$ cat src/shared/hsld_pkg.sv
// Package of constants and types for the hub strap latch and decode block
package hsld_pkg;

    // Number of downstream ports with disable straps
    localparam int unsigned HSLD_NUM_PORTS = 6;

    // Width of the decoded mode strap code
    localparam int unsigned HSLD_MODE_W = 3;

    // Mode strap codes as delivered by the strap level sensor
    typedef enum logic [2:0] {
        HSLD_BRIDGE_MASTER_SETTING = 3'h0,
        HSLD_MGMT_SLAVE_SETTING    = 3'h1,
        HSLD_RESERVED_SETTING_A    = 3'h2,
        HSLD_RESERVED_SETTING_B    = 3'h3,
        HSLD_RESERVED_SETTING_C    = 3'h4,
        HSLD_RESERVED_SETTING_D    = 3'h5
    } hsld_mode_t;

    // Values after reset
    localparam logic [2:0] HSLD_MODE_RST    = 3'h0;
    localparam logic [5:0] HSLD_STRAP_RST   = 6'h00;

    // Capture sequencer states
    typedef enum logic [1:0] {
        HSLD_ST_SYNC    = 2'b00,
        HSLD_ST_CAPTURE = 2'b01,
        HSLD_ST_HOLD    = 2'b10
    } hsld_state_t;

    // Cycles spent filling the strap synchronisers after reset release
    localparam logic [1:0] HSLD_SYNC_CYCLES = 2'h2;

endpackage : hsld_pkg

$ cat src/hw/hsld_strap_latch.sv
// Strap capture at reset release and decode of mode and port disables
`timescale 1ns/100ps

// Behaviour
// - Capture all straps when reset ends
// - First mode code selects bridging master
// - Second mode code selects management slave
// - Codes three to six reserved, no function
// - Positive-line strap one disables positive line
// - Negative-line strap one disables negative line
// - Port disabled only when both straps high
// - Port disable also kills SuperSpeed function
// - Capture again on chip reset rising
// - No capture while chip reset low
module hsld_strap_latch
    import hsld_pkg::*;
#(
    parameter int unsigned NUM_PORTS = HSLD_NUM_PORTS
) (
    input  wire logic                 clock_i,
    input  wire logic                 reset_n_i,
    input  wire logic [2:0]           mode_strap_i,
    input  wire logic [NUM_PORTS-1:0] port_pos_line_disable_strap_i,
    input  wire logic [NUM_PORTS-1:0] port_neg_line_disable_strap_i,
    output logic                      strap_valid_o,
    output logic                      bridge_master_en_o,
    output logic                      mgmt_slave_en_o,
    output logic                      mode_reserved_o,
    output logic [2:0]                mode_code_o,
    output logic [NUM_PORTS-1:0]      pos_line_disabled_o,
    output logic [NUM_PORTS-1:0]      neg_line_disabled_o,
    output logic [NUM_PORTS-1:0]      hs_port_disabled_o,
    output logic [NUM_PORTS-1:0]      ss_port_disabled_o
);

    // Synchroniser stages for the strap pins
    logic [2:0]           mode_s1_q;
    logic [2:0]           mode_s2_q;
    logic [NUM_PORTS-1:0] pos_s1_q;
    logic [NUM_PORTS-1:0] pos_s2_q;
    logic [NUM_PORTS-1:0] neg_s1_q;
    logic [NUM_PORTS-1:0] neg_s2_q;

    // Synchroniser next values
    logic [2:0]           mode_s1_d;
    logic [2:0]           mode_s2_d;
    logic [NUM_PORTS-1:0] pos_s1_d;
    logic [NUM_PORTS-1:0] pos_s2_d;
    logic [NUM_PORTS-1:0] neg_s1_d;
    logic [NUM_PORTS-1:0] neg_s2_d;

    // Sequencer state
    hsld_state_t          state_q;
    hsld_state_t          state_d;
    logic [1:0]           cnt_q;
    logic [1:0]           cnt_d;

    // Capture strobe from the sequencer to the strap latch
    logic                 cap_en;

    // Latched straps
    logic [2:0]           mode_lat_q;
    logic [2:0]           mode_lat_d;
    logic [NUM_PORTS-1:0] pos_lat_q;
    logic [NUM_PORTS-1:0] pos_lat_d;
    logic [NUM_PORTS-1:0] neg_lat_q;
    logic [NUM_PORTS-1:0] neg_lat_d;
    logic                 valid_q;
    logic                 valid_d;

    // Decoded outputs
    logic                 bridge_q;
    logic                 bridge_d;
    logic                 slave_q;
    logic                 slave_d;
    logic                 rsvd_q;
    logic                 rsvd_d;
    logic [NUM_PORTS-1:0] hs_dis_q;
    logic [NUM_PORTS-1:0] hs_dis_d;

    // Synchroniser next values: first stage from pins, second from first only
    always_comb begin
        mode_s1_d = mode_strap_i;
        mode_s2_d = mode_s1_q;
        pos_s1_d  = port_pos_line_disable_strap_i;
        pos_s2_d  = pos_s1_q;
        neg_s1_d  = port_neg_line_disable_strap_i;
        neg_s2_d  = neg_s1_q;
    end

    // Two-flop synchronisers; reset holds them cleared while chip reset is low
    // Cleared in reset so no stale pin value from before reset can be latched
    always_ff @(posedge clock_i or negedge reset_n_i) begin
        if (!reset_n_i) begin
            mode_s1_q <= HSLD_MODE_RST;
            mode_s2_q <= HSLD_MODE_RST;
            pos_s1_q  <= '0;
            pos_s2_q  <= '0;
            neg_s1_q  <= '0;
            neg_s2_q  <= '0;
        end else begin
            mode_s1_q <= mode_s1_d;
            mode_s2_q <= mode_s2_d;
            pos_s1_q  <= pos_s1_d;
            pos_s2_q  <= pos_s2_d;
            neg_s1_q  <= neg_s1_d;
            neg_s2_q  <= neg_s2_d;
        end
    end

    // Sequencer: fill synchronisers, capture once, then hold
    // Waiting two cycles lets post-reset pin levels reach the second stage
    always_comb begin
        state_d = state_q;
        cnt_d   = cnt_q;
        cap_en  = 1'b0;
        case (state_q)
            HSLD_ST_SYNC: begin
                cnt_d = cnt_q + 2'h1;
                if (cnt_q == HSLD_SYNC_CYCLES - 2'h1) begin
                    state_d = HSLD_ST_CAPTURE;
                end
            end
            HSLD_ST_CAPTURE: begin
                cap_en  = 1'b1;
                state_d = HSLD_ST_HOLD;
            end
            HSLD_ST_HOLD: begin
                state_d = HSLD_ST_HOLD;
            end
            default: begin
                state_d = HSLD_ST_SYNC;
            end
        endcase
    end

    // Sequencer registers; every reset release restarts capture
    always_ff @(posedge clock_i or negedge reset_n_i) begin
        if (!reset_n_i) begin
            state_q <= HSLD_ST_SYNC;
            cnt_q   <= 2'h0;
        end else begin
            state_q <= state_d;
            cnt_q   <= cnt_d;
        end
    end

    // Strap latch: load synchronised straps on the capture cycle only
    // Any strap movement after capture is ignored until the next reset
    always_comb begin
        mode_lat_d = mode_lat_q;
        pos_lat_d  = pos_lat_q;
        neg_lat_d  = neg_lat_q;
        valid_d    = valid_q;
        if (cap_en) begin
            mode_lat_d = mode_s2_q;
            pos_lat_d  = pos_s2_q;
            neg_lat_d  = neg_s2_q;
            valid_d    = 1'b1;
        end
    end

    // Latch registers; cleared and held while chip reset is low
    always_ff @(posedge clock_i or negedge reset_n_i) begin
        if (!reset_n_i) begin
            mode_lat_q <= HSLD_MODE_RST;
            pos_lat_q  <= HSLD_STRAP_RST[NUM_PORTS-1:0];
            neg_lat_q  <= HSLD_STRAP_RST[NUM_PORTS-1:0];
            valid_q    <= 1'b0;
        end else begin
            mode_lat_q <= mode_lat_d;
            pos_lat_q  <= pos_lat_d;
            neg_lat_q  <= neg_lat_d;
            valid_q    <= valid_d;
        end
    end

    // Mode decode from the captured value
    // Works on next values so the flags rise together with strap_valid_o
    always_comb begin
        bridge_d = 1'b0;
        slave_d  = 1'b0;
        rsvd_d   = 1'b0;
        if (valid_d) begin
            case (mode_lat_d)
                HSLD_BRIDGE_MASTER_SETTING: bridge_d = 1'b1;
                HSLD_MGMT_SLAVE_SETTING:    slave_d  = 1'b1;
                default:                    rsvd_d   = 1'b1;
            endcase
        end
    end

    // Port disable needs both line straps high
    for (genvar p = 0; p < NUM_PORTS; p++) begin : g_port
        assign hs_dis_d[p] = valid_d & pos_lat_d[p] & neg_lat_d[p];
    end

    // Registered decode outputs
    always_ff @(posedge clock_i or negedge reset_n_i) begin
        if (!reset_n_i) begin
            bridge_q <= 1'b0;
            slave_q  <= 1'b0;
            rsvd_q   <= 1'b0;
            hs_dis_q <= '0;
        end else begin
            bridge_q <= bridge_d;
            slave_q  <= slave_d;
            rsvd_q   <= rsvd_d;
            hs_dis_q <= hs_dis_d;
        end
    end

    // Outputs straight from flip-flops
    // SuperSpeed disable shares the USB 2.0 disable flop
    assign strap_valid_o       = valid_q;
    assign mode_code_o         = mode_lat_q;
    assign bridge_master_en_o  = bridge_q;
    assign mgmt_slave_en_o     = slave_q;
    assign mode_reserved_o     = rsvd_q;
    assign pos_line_disabled_o = pos_lat_q;
    assign neg_line_disabled_o = neg_lat_q;
    assign hs_port_disabled_o  = hs_dis_q;
    assign ss_port_disabled_o  = hs_dis_q;

endmodule : hsld_strap_latch

$ cat config.mk
export PLATFORM = sky130hd
export DESIGN_NAME = hsld_strap_latch
export DESIGN_NICKNAME = d
export VERILOG_FILES = /design/src/shared/hsld_pkg.sv /design/src/hw/hsld_strap_latch.sv
export SDC_FILE = /design/constraint.sdc
export NUM_CORES = 1
export LEC_CHECK = 0
export BUFFER_PORTS_ARGS = -buffer_cell sky130_fd_sc_hd__buf_2
export CORE_ASPECT_RATIO = 0.8
export CORE_MARGIN = 8
export CORE_UTILIZATION = 51
export DETAILED_ROUTE_END_ITERATION = 8
export PLACE_DENSITY_LB_ADDON = 0.05
export SLEW_MARGIN = 20
export SYNTH_ARGS = -nofsm -noshare
export SYNTH_HDL_FRONTEND = slang
export SYNTH_SLANG_ARGS = --single-unit
$ cat constraint.sdc
create_clock -name clock_i -period 1.9 [get_ports clock_i]
set_input_delay 0.38 -clock clock_i [delete_from_list [all_inputs] [get_ports clock_i]]
set_output_delay 0.38 -clock clock_i [all_outputs]
set_load 0.02 [all_outputs]
## Yosys cells after proc, flatten, opt, wreduce, memory -nomap -nowiden

Cells that the tools add are included.

- Logic and storage cells: 51
- Input bits: 17
- Output and inout bits: 31
- Register bits after elaboration: 59

- Eq/ne operators: 5
- Add/sub/neg operators: 1
- Bitwise logic cells: 12
- Reduce and logical (&&, ||, !) cells: 4
- Mux-type cells: 13

Operators by type and width:

| kind | count |
|---|---|
| $and A1 B1 Y1 | 12 |
| $mux W6 | 2 |
| $mux W1 | 8 |
| $eq A2 B1 Y1 const B | 2 |
| $pmux W2 S2 | 1 |
| $reduce_or A2 Y1 | 2 |
| $eq A3 B1 Y1 const B | 1 |
| $logic_not A3 Y1 | 1 |
| $mux W3 | 1 |
| $add A2 B1 Y2 const B | 1 |
| $eq A2 B2 Y1 const B | 1 |
| $logic_not A2 Y1 | 1 |
| $mux W2 | 1 |
| $ne A2 B2 Y1 const B | 1 |

## Logic depth before layout (Yosys ltp)

Gate-level depths: netlist of the first run.

- Word-level depth: 7
- Gate-level depth with buffers: 6
- Depth with buffers taken out: 4

## Least setup slack after synthesis of the first run

Ideal clock, no wire load.

- Path type: register -> register
- Start point: register state_q[1]
- End point: register hs_dis_q[0], in the netlist hs_port_disabled_o[0]
- Setup slack: 0.451 ns
- Stages on the path, launching flop included: 7
- Library setup time: 0.120 ns
- Required time: 1.780 ns
- Arrival time: 1.329 ns
- Clock period less this slack: 1.449 ns
- Path through: dfrtp_1 -> inv_1 -> ha_1 -> buf_6 -> buf_2 -> mux2_2 -> o211a_1

- Longest elaborated chain between the ends: 5
- Elaborated cells on any way between the ends: 7

Ends and longest elaborated chain:

| item | line | text |
|---|---|---|
| start: declaration | hsld_strap_latch.sv:53 | `hsld_state_t state_q;` |
| start signal: assignment | hsld_strap_latch.sv:143 | `state_q <= state_d;` |
| $eq A2 B1 Y1 | hsld_strap_latch.sv:117 | `case (state_q)` |
| $mux W1 | hsld_strap_latch.sv:117 |  |
| $mux W6 | hsld_strap_latch.sv:155 | `if (cap_en) begin` |
| net pos_lat_d[0] | hsld_strap_latch.sv:65 | `logic [NUM_PORTS-1:0] pos_lat_d;` |
| $and A1 B1 Y1 (2 in series) | hsld_strap_latch.sv:195 | `assign hs_dis_d[p] = valid_d & pos_lat_d[p] & neg_lat_d[p];` |
| net hs_dis_d[0] | hsld_strap_latch.sv:79 | `logic [NUM_PORTS-1:0] hs_dis_d;` |
| end signal: assignment | hsld_strap_latch.sv:209 | `hs_dis_q <= hs_dis_d;` |
| end: declaration | hsld_strap_latch.sv:78 | `logic [NUM_PORTS-1:0] hs_dis_q;` |

The timed path passes the listed nets, and every way through them passes these cells.
A chain may end at the register's enable or synchronous reset.

## Final worst setup path of the first run

- Start point: register state_q[1]
- End point: register hs_dis_q[5], in the netlist hs_port_disabled_o[5]

- Elaborated cells on any way between the ends: 7

RTL lines:

| item | line | text |
|---|---|---|
| $eq A2 B1 Y1 | hsld_strap_latch.sv:117 |  |
| $mux W1 | hsld_strap_latch.sv:117 |  |
| $mux W6 | hsld_strap_latch.sv:155 |  |
| net neg_lat_d[5] | hsld_strap_latch.sv:67 | `logic [NUM_PORTS-1:0] neg_lat_d;` |
| $and A1 B1 Y1 | hsld_strap_latch.sv:195 |  |
| net hs_dis_d[5] | hsld_strap_latch.sv:79 |  |

The timed path passes the listed nets, and every way through them passes these cells.

==> flow_summary.ini, run 1 <==
[layout]
fin_nets = 181
diodes = 0
area.sequential_mm2 = 0.00148
fill_cells = 280
layout-area-overhead-vs-synth_pct = 23.4
final_common_cell = dfrtp_1
final_core_util_pct = 64.3
multiInputGateArea_um2 = 373
final_cell_mix = 59 x dfrtp_1, 47 x buf_2, 17 x mux2_2
final_cell_area_mm2 = 0.00240
layout-drive-gt1-share_pct = 49.1

[synthesis]
synthesis.yosys.warnings = 0
syn_nets = 130
syn_inst = 109
ys_ff_latch = 59
syn-cell-area_mm2 = 0.00194
yosysSeqAreaShare_pct = 76.0
syn_avg_cell_area_um2 = 17.8
count_of_distinct_cell_types_in_the_synthesized_netlist = 19

[detailed_routing]
drt_iter0_drc = 14
routed-via-count = 1008
post-route-drc-count = 0
avgRoutedWirePerCell_um = 15.0
drt.antenna.violating_nets = 0
detail_route.first_pass.iterations = 3
viasPerCell = 4.82
drt-total-wl_mm = 3.13

[run]
max_cap_viol_count = 0

[sta]
tns_ns = 0
measured_slew_at_the_worst_slew_check_pin_ns = 0.518
final_max_slew_viol_count = 0
finalSetupViolCount = 0
report.final.hold_viol_count = 0
finalWorstPathRequiredPeriod_ns = 1.72
relSlewSlack_pct = 65.4
final_cycle_utilization_of_the_critical_path_pct = 90.4
skew_ns = 0.00408
maximum_operating_frequency_mhz = 582
final.hold.worst_slack_ns = 0.0376
grt_setup_unrepaired = no
fin_ws_ns = 0.183

[floorplan]
area_enclosed_by_the_die_boundary_mm2 = 0.00605
overall_die_width_um = 85.0
initial_core_util_pct = 52.1
core_area_mm2 = 0.00373
floorplan.die.height_um = 71.2
floorplan.io_pins = 48
std_cell_rows = 20

[global_route]
groute.usage.overall_pct = 11.5
vias_in_the_first_global_route = 1112
antenna_violations_before_repair = 0
grt_pass1_wl_mm = 5.22
largest_net_degree_at_the_start_of_global_routing = 37
grt.overflow.total = 0

[cts]
post_cts_buffers = 0
clk_latency_ns = 0.32
cts_buffer_depth = 2
cts_buffers = 9
htree_num_levels = 3
post_cts_hold_buffer_count = 0
path_clk_slew_ns = 0.06
post_cts.resized_instances = 0
cts_tree = built
cts_sinks = 59
cts_root_buffer = clkbuf_8

[pwr]
p_int_mw = 2.09
max-vdd-ir-drop_uv = 604
portion_of_total_power_attributed_to_sequential_cells_pct = 51.1
power_leakage_nw = 1.21
share_clk_of_total_power_pct = 43.2
p_comb_share_pct = 5.7
sw_pwr_mw = 0.527
sw_frac_of_total_pct = 20.2
p_per_area_mw_per_mm2 = 1090

[setup_path]
timing.critical_path.required_ns = 2.10
timing.critical_path.to_type = flop
timing.rr.start = state_q[1]
critical_path_arrival_ns = 1.92
crit_path_start_kind = flop
worstPathMaxFanout = 12
worstSetupStartpoint = state_q[1]
criticalPathCategory = reg2reg

[hold_path]
timing.hold.worst.class = in2async

[placement]
dp.final_hpwl_mm = 2.24
place_area_mm2 = 0.00219
dp_slack_ns = 0.173
port_buffers = 47
place_congestion = 0.699

[run_status]
run_status = finished clean
[synth_stat cells]
master     n  area share, %
nor2_1     1           0.19
ha_1       4            2.6
o22a_1     1           0.45
buf_2      1           0.26
inv_1      4           0.77
nand2b_1   1           0.32
buf_6      2            1.2
mux2_2    17            9.9
clkbuf_2   1           0.26
a21boi_1   1           0.39
xor2_1     1           0.45
or3b_1     1           0.45
mux2i_1    1           0.52
o211a_1    5            2.6
dfrtp_1   59             76
buf_4      6            2.3
and3b_1    1           0.45
a21oi_1    1           0.26
or4b_4     1           0.71
[worst max-delay path, cell delays in order, from the launching register on]
cell and delay, ns:
dfrtp_1 0.37, inv_1 0.10, ha_1 0.33, buf_4 0.27
mux2_2 0.36, and3b_1 0.18
[area by class of cell]
| class | instances | share of cell area (%) |
|---|---|---|
| Sequential cell | 59 | 61.6 |
| Tap cell | 44 | 2.30 |
| Clock buffer | 15 | 7.36 |
| Inverter | 4 | 0.627 |
| Multi-Input combinational cell | 36 | 15.6 |
| Timing Repair Buffer | 50 | 11.3 |
| Clock inverter | 1 | 1.25 |
[through the flow]
| stage | std cells | total power [mW] |
|---|---|---|
| after floorplan | 109 | 1.43 |
| after global placement | 193 | 1.50 |
| after detailed placement | 193 | 1.51 |
| after CTS | 209 | 2.66 |
| after global routing | 209 | 2.72 |
| final | 209 | 2.61 |
[metal layers]
layer | track usage [%] | vias to the layer above | routed length [um]
li1 | - | 461 | -
met1 | 11.8 | 511 | 1270
met2 | 17.8 | 32 | 1560
met3 | 6.60 | 4 | 267
met4 | 7.09 | 0 | 30
met5 | 0 | - | 0
[state kept, by name, summed over array words and instances, names as in the netlist]
signal               flops
cnt_q                    2
pos_line_disabled_o      6
mode_s2_q                3
mgmt_slave_en_o          1
pos_s1_q                 6
mode_s1_q                3
neg_line_disabled_o      6
neg_s1_q                 6
mode_code_o              3
strap_valid_o            1
neg_s2_q                 6
bridge_master_en_o       1
state_q                  2
hs_port_disabled_o       6
pos_s2_q                 6
mode_reserved_o          1
[worst paths after layout]
path	end	slack [ns]	depth (start not counted)
worst max-delay path	hs_port_disabled_o[5]	0.18	5
max in group asynchronous	pos_s1_q[3]	1.31	2
worst min-delay path	pos_s1_q[5]	0.04	1
worst max register to register	hs_port_disabled_o[5]	0.18	5
worst min register to register	neg_s2_q[2]	0.35	0
min in group clock_i	neg_s1_q[3]	0.17	1
[cell families after synthesis]
logic type | Yosys count | synth area share (%)
DFF | 59 | 76.0
muxes | 18 | 10.4
buffers and inverters | 14 | 4.77
AOI/OAI and AO/OA | 8 | 3.67
and+or+nand+nor | 5 | 2.13
adders and majority gates | 4 | 2.58
xor gates and xnor gates | 1 | 0.451
[power by group through the flow]
stage                     clock network (mW)  logic (mW)  registers (mW)
after floorplan                            0      0.0443            1.39
after global placement                     0       0.149            1.36
after detailed placement                   0       0.153            1.36
after CTS                               1.17       0.153            1.34
after global routing                    1.22       0.163            1.34
final                                   1.13       0.149            1.33
(Power assumes the default switching activity.)
==> inputs of run 2 (changes only) <==
- GPL_TIMING_DRIVEN: unset -> 0
==> run 2 against run 1 <==
Against the previous run: clock power down 21%; non-clock buffer count increased by 7; global-route usage up 0.80 points; first-iteration DRC count is 140% higher; via count grew 3.0%; final cell count up 3.3%; combinational power rose by 3%; clock skew grew 0.0022 ns; register-to-register slack improved by 0.09 ns.
==> flow_summary.ini, run 2 (synthesized netlist as in run 1, its figures left out) <==
[setup_path]
path_buf_inv = 3
worstPathMaxFanout = 10
worstSetupStartpoint = state_q[1]
crit_path_start_kind = flop
criticalPathCategory = reg2reg
timing.critical_path.required_ns = 2.11
critical_path.max_stage_delay_ns = 0.39
reg2reg_depth = 6
critPathSlowestCell = mux2_2
critical_path_arrival_ns = 1.83
path_cells = inv_1 -> ha_1 -> buf_6 -> buf_2 -> mux2_2 -> o211a_1
critical-path-top-delay-family = buffers and inverters
timing.critical_path.to_type = flop
crit_cells = 6
timing.rr.start = state_q[1]

[cts]
post_cts_hold_buffer_count = 0
clk_latency_ns = 0.33
cts_sinks = 59
cts_buffers = 9
post_cts.resized_instances = 0
post_cts_buffers = 0
cts_tree = built
cts_buffer_depth = 2
path_clk_slew_ns = 0.06
cts_root_buffer = clkbuf_8
htree_num_levels = 3

[sta]
final_cycle_utilization_of_the_critical_path_pct = 85.4
measured_slew_at_the_worst_slew_check_pin_ns = 0.702
relSlewSlack_pct = 53.2
skew_ns = 0.00629
grt_setup_unrepaired = no
maximum_operating_frequency_mhz = 616
tns_ns = 0
final_max_slew_viol_count = 0
finalWorstPathRequiredPeriod_ns = 1.62
finalSetupViolCount = 0
report.final.hold_viol_count = 0
final.hold.worst_slack_ns = 0.0970

[detailed_routing]
drt.antenna.violating_nets = 0
avgRoutedWirePerCell_um = 15.1
drt_iter0_drc = 33
routed-via-count = 1038
post-route-drc-count = 0
drt-total-wl_mm = 3.27
detail_route.first_pass.iterations = 3
viasPerCell = 4.81

[global_route]
largest_net_degree_at_the_start_of_global_routing = 60
vias_in_the_first_global_route = 1184
grt.overflow.total = 0
groute.usage.overall_pct = 12.3
grt_pass1_wl_mm = 5.46
antenna_violations_before_repair = 0

[layout]
layout-area-overhead-vs-synth_pct = 23.0
fill_cells = 279
layout-drive-gt1-share_pct = 50.6
area.sequential_mm2 = 0.00148
multiInputGateArea_um2 = 373
fin_nets = 188
final_common_cell = dfrtp_1
diodes = 0
final_cell_mix = 59 x dfrtp_1, 47 x buf_2, 17 x mux2_2

[placement]
port_buffers = 47
place_congestion = 0.685

[floorplan]
std_cell_rows = 20
core_area_mm2 = 0.00373
floorplan.io_pins = 48
floorplan.die.height_um = 71.2
overall_die_width_um = 85.0
initial_core_util_pct = 52.1
area_enclosed_by_the_die_boundary_mm2 = 0.00605

[pwr]
power_leakage_nw = 1.22
p_per_area_mw_per_mm2 = 999
max-vdd-ir-drop_uv = 639
report.power.total_mw = 2.39

[run]
max_cap_viol_count = 0

[run_status]
run_status = finished clean

[hold_path]
timing.hold.worst.class = in2async
==> run 2: cell count changes in the layout (fill, tap and decap cells not counted) <==
cell / previous run / this run
clkbuf_2: 0 / 1
clkbuf_8: 12 / 9
clkinv_2: 0 / 3
buf_6: 0 / 2
buf_12: 1 / 0
buf_4: 2 / 7
bufinv_16: 1 / 0
clkbuf_1: 3 / 4
==> run 2: area by class of cell <==
type,count,area share [%]
sequential,59,61.8
multi-input combinational,36,15.6
timing repair buffer,47,9.95
clock buffer,13,5.81
buffer,10,3.25
tap,44,2.30
clock inverter,3,0.629
inverter,4,0.629
==> run 2: routing by layer <==
metal	GRT usage (%)	wire length [um]	share of wire (%)
met1	11.6	1360	42
met3	8.45	297	9.1
met5	0	0	0
met2	20.0	1590	49
met4	5.91	23	0.70
==> run 2: stage by stage <==
step | utilization (%) | worst slack [ns] | std cells | area [um2]
finish | 64.1 | 0.278 | 216 | 2390
global route | 64.1 | 0.179 | 216 | 2390
CTS | 64.1 | 0.261 | 216 | 2390
detailed placement | 59.9 | 0.285 | 200 | 2230
global placement | 59.9 | 0.293 | 200 | 2230
floorplan | - | 0.451 | 109 | 1940
==> run 2: worst reg2reg max path: cells and delay by family (launching register included) <==
kind                     cells  cell delay [ns]
multiplexers                 1             0.39
buffers and inverters        3             0.47
adder cells (fa/ha/maj)      1             0.17
flip-flops                   1             0.37
AO/OA/AOI/OAI                1             0.11
==> run 2: report_power, final <==
part	switching [mW]	internal (mW)	total (mW)
sequential	0.0200	1.31	1.33
combinational	0.0930	0.0601	0.153
clock	0.431	0.467	0.898
==> run 2: final timing paths <==
check | end | slack, ns
worst min-delay path | cnt_q[1] | 0.1
max in group asynchronous | neg_s2_q[4] | 1.33
worst max register to register | hs_port_disabled_o[4] | 0.28
min in group clock_i | neg_s1_q[1] | 0.16
worst max-delay path | hs_port_disabled_o[4] | 0.28
worst min register to register | pos_s2_q[0] | 0.34
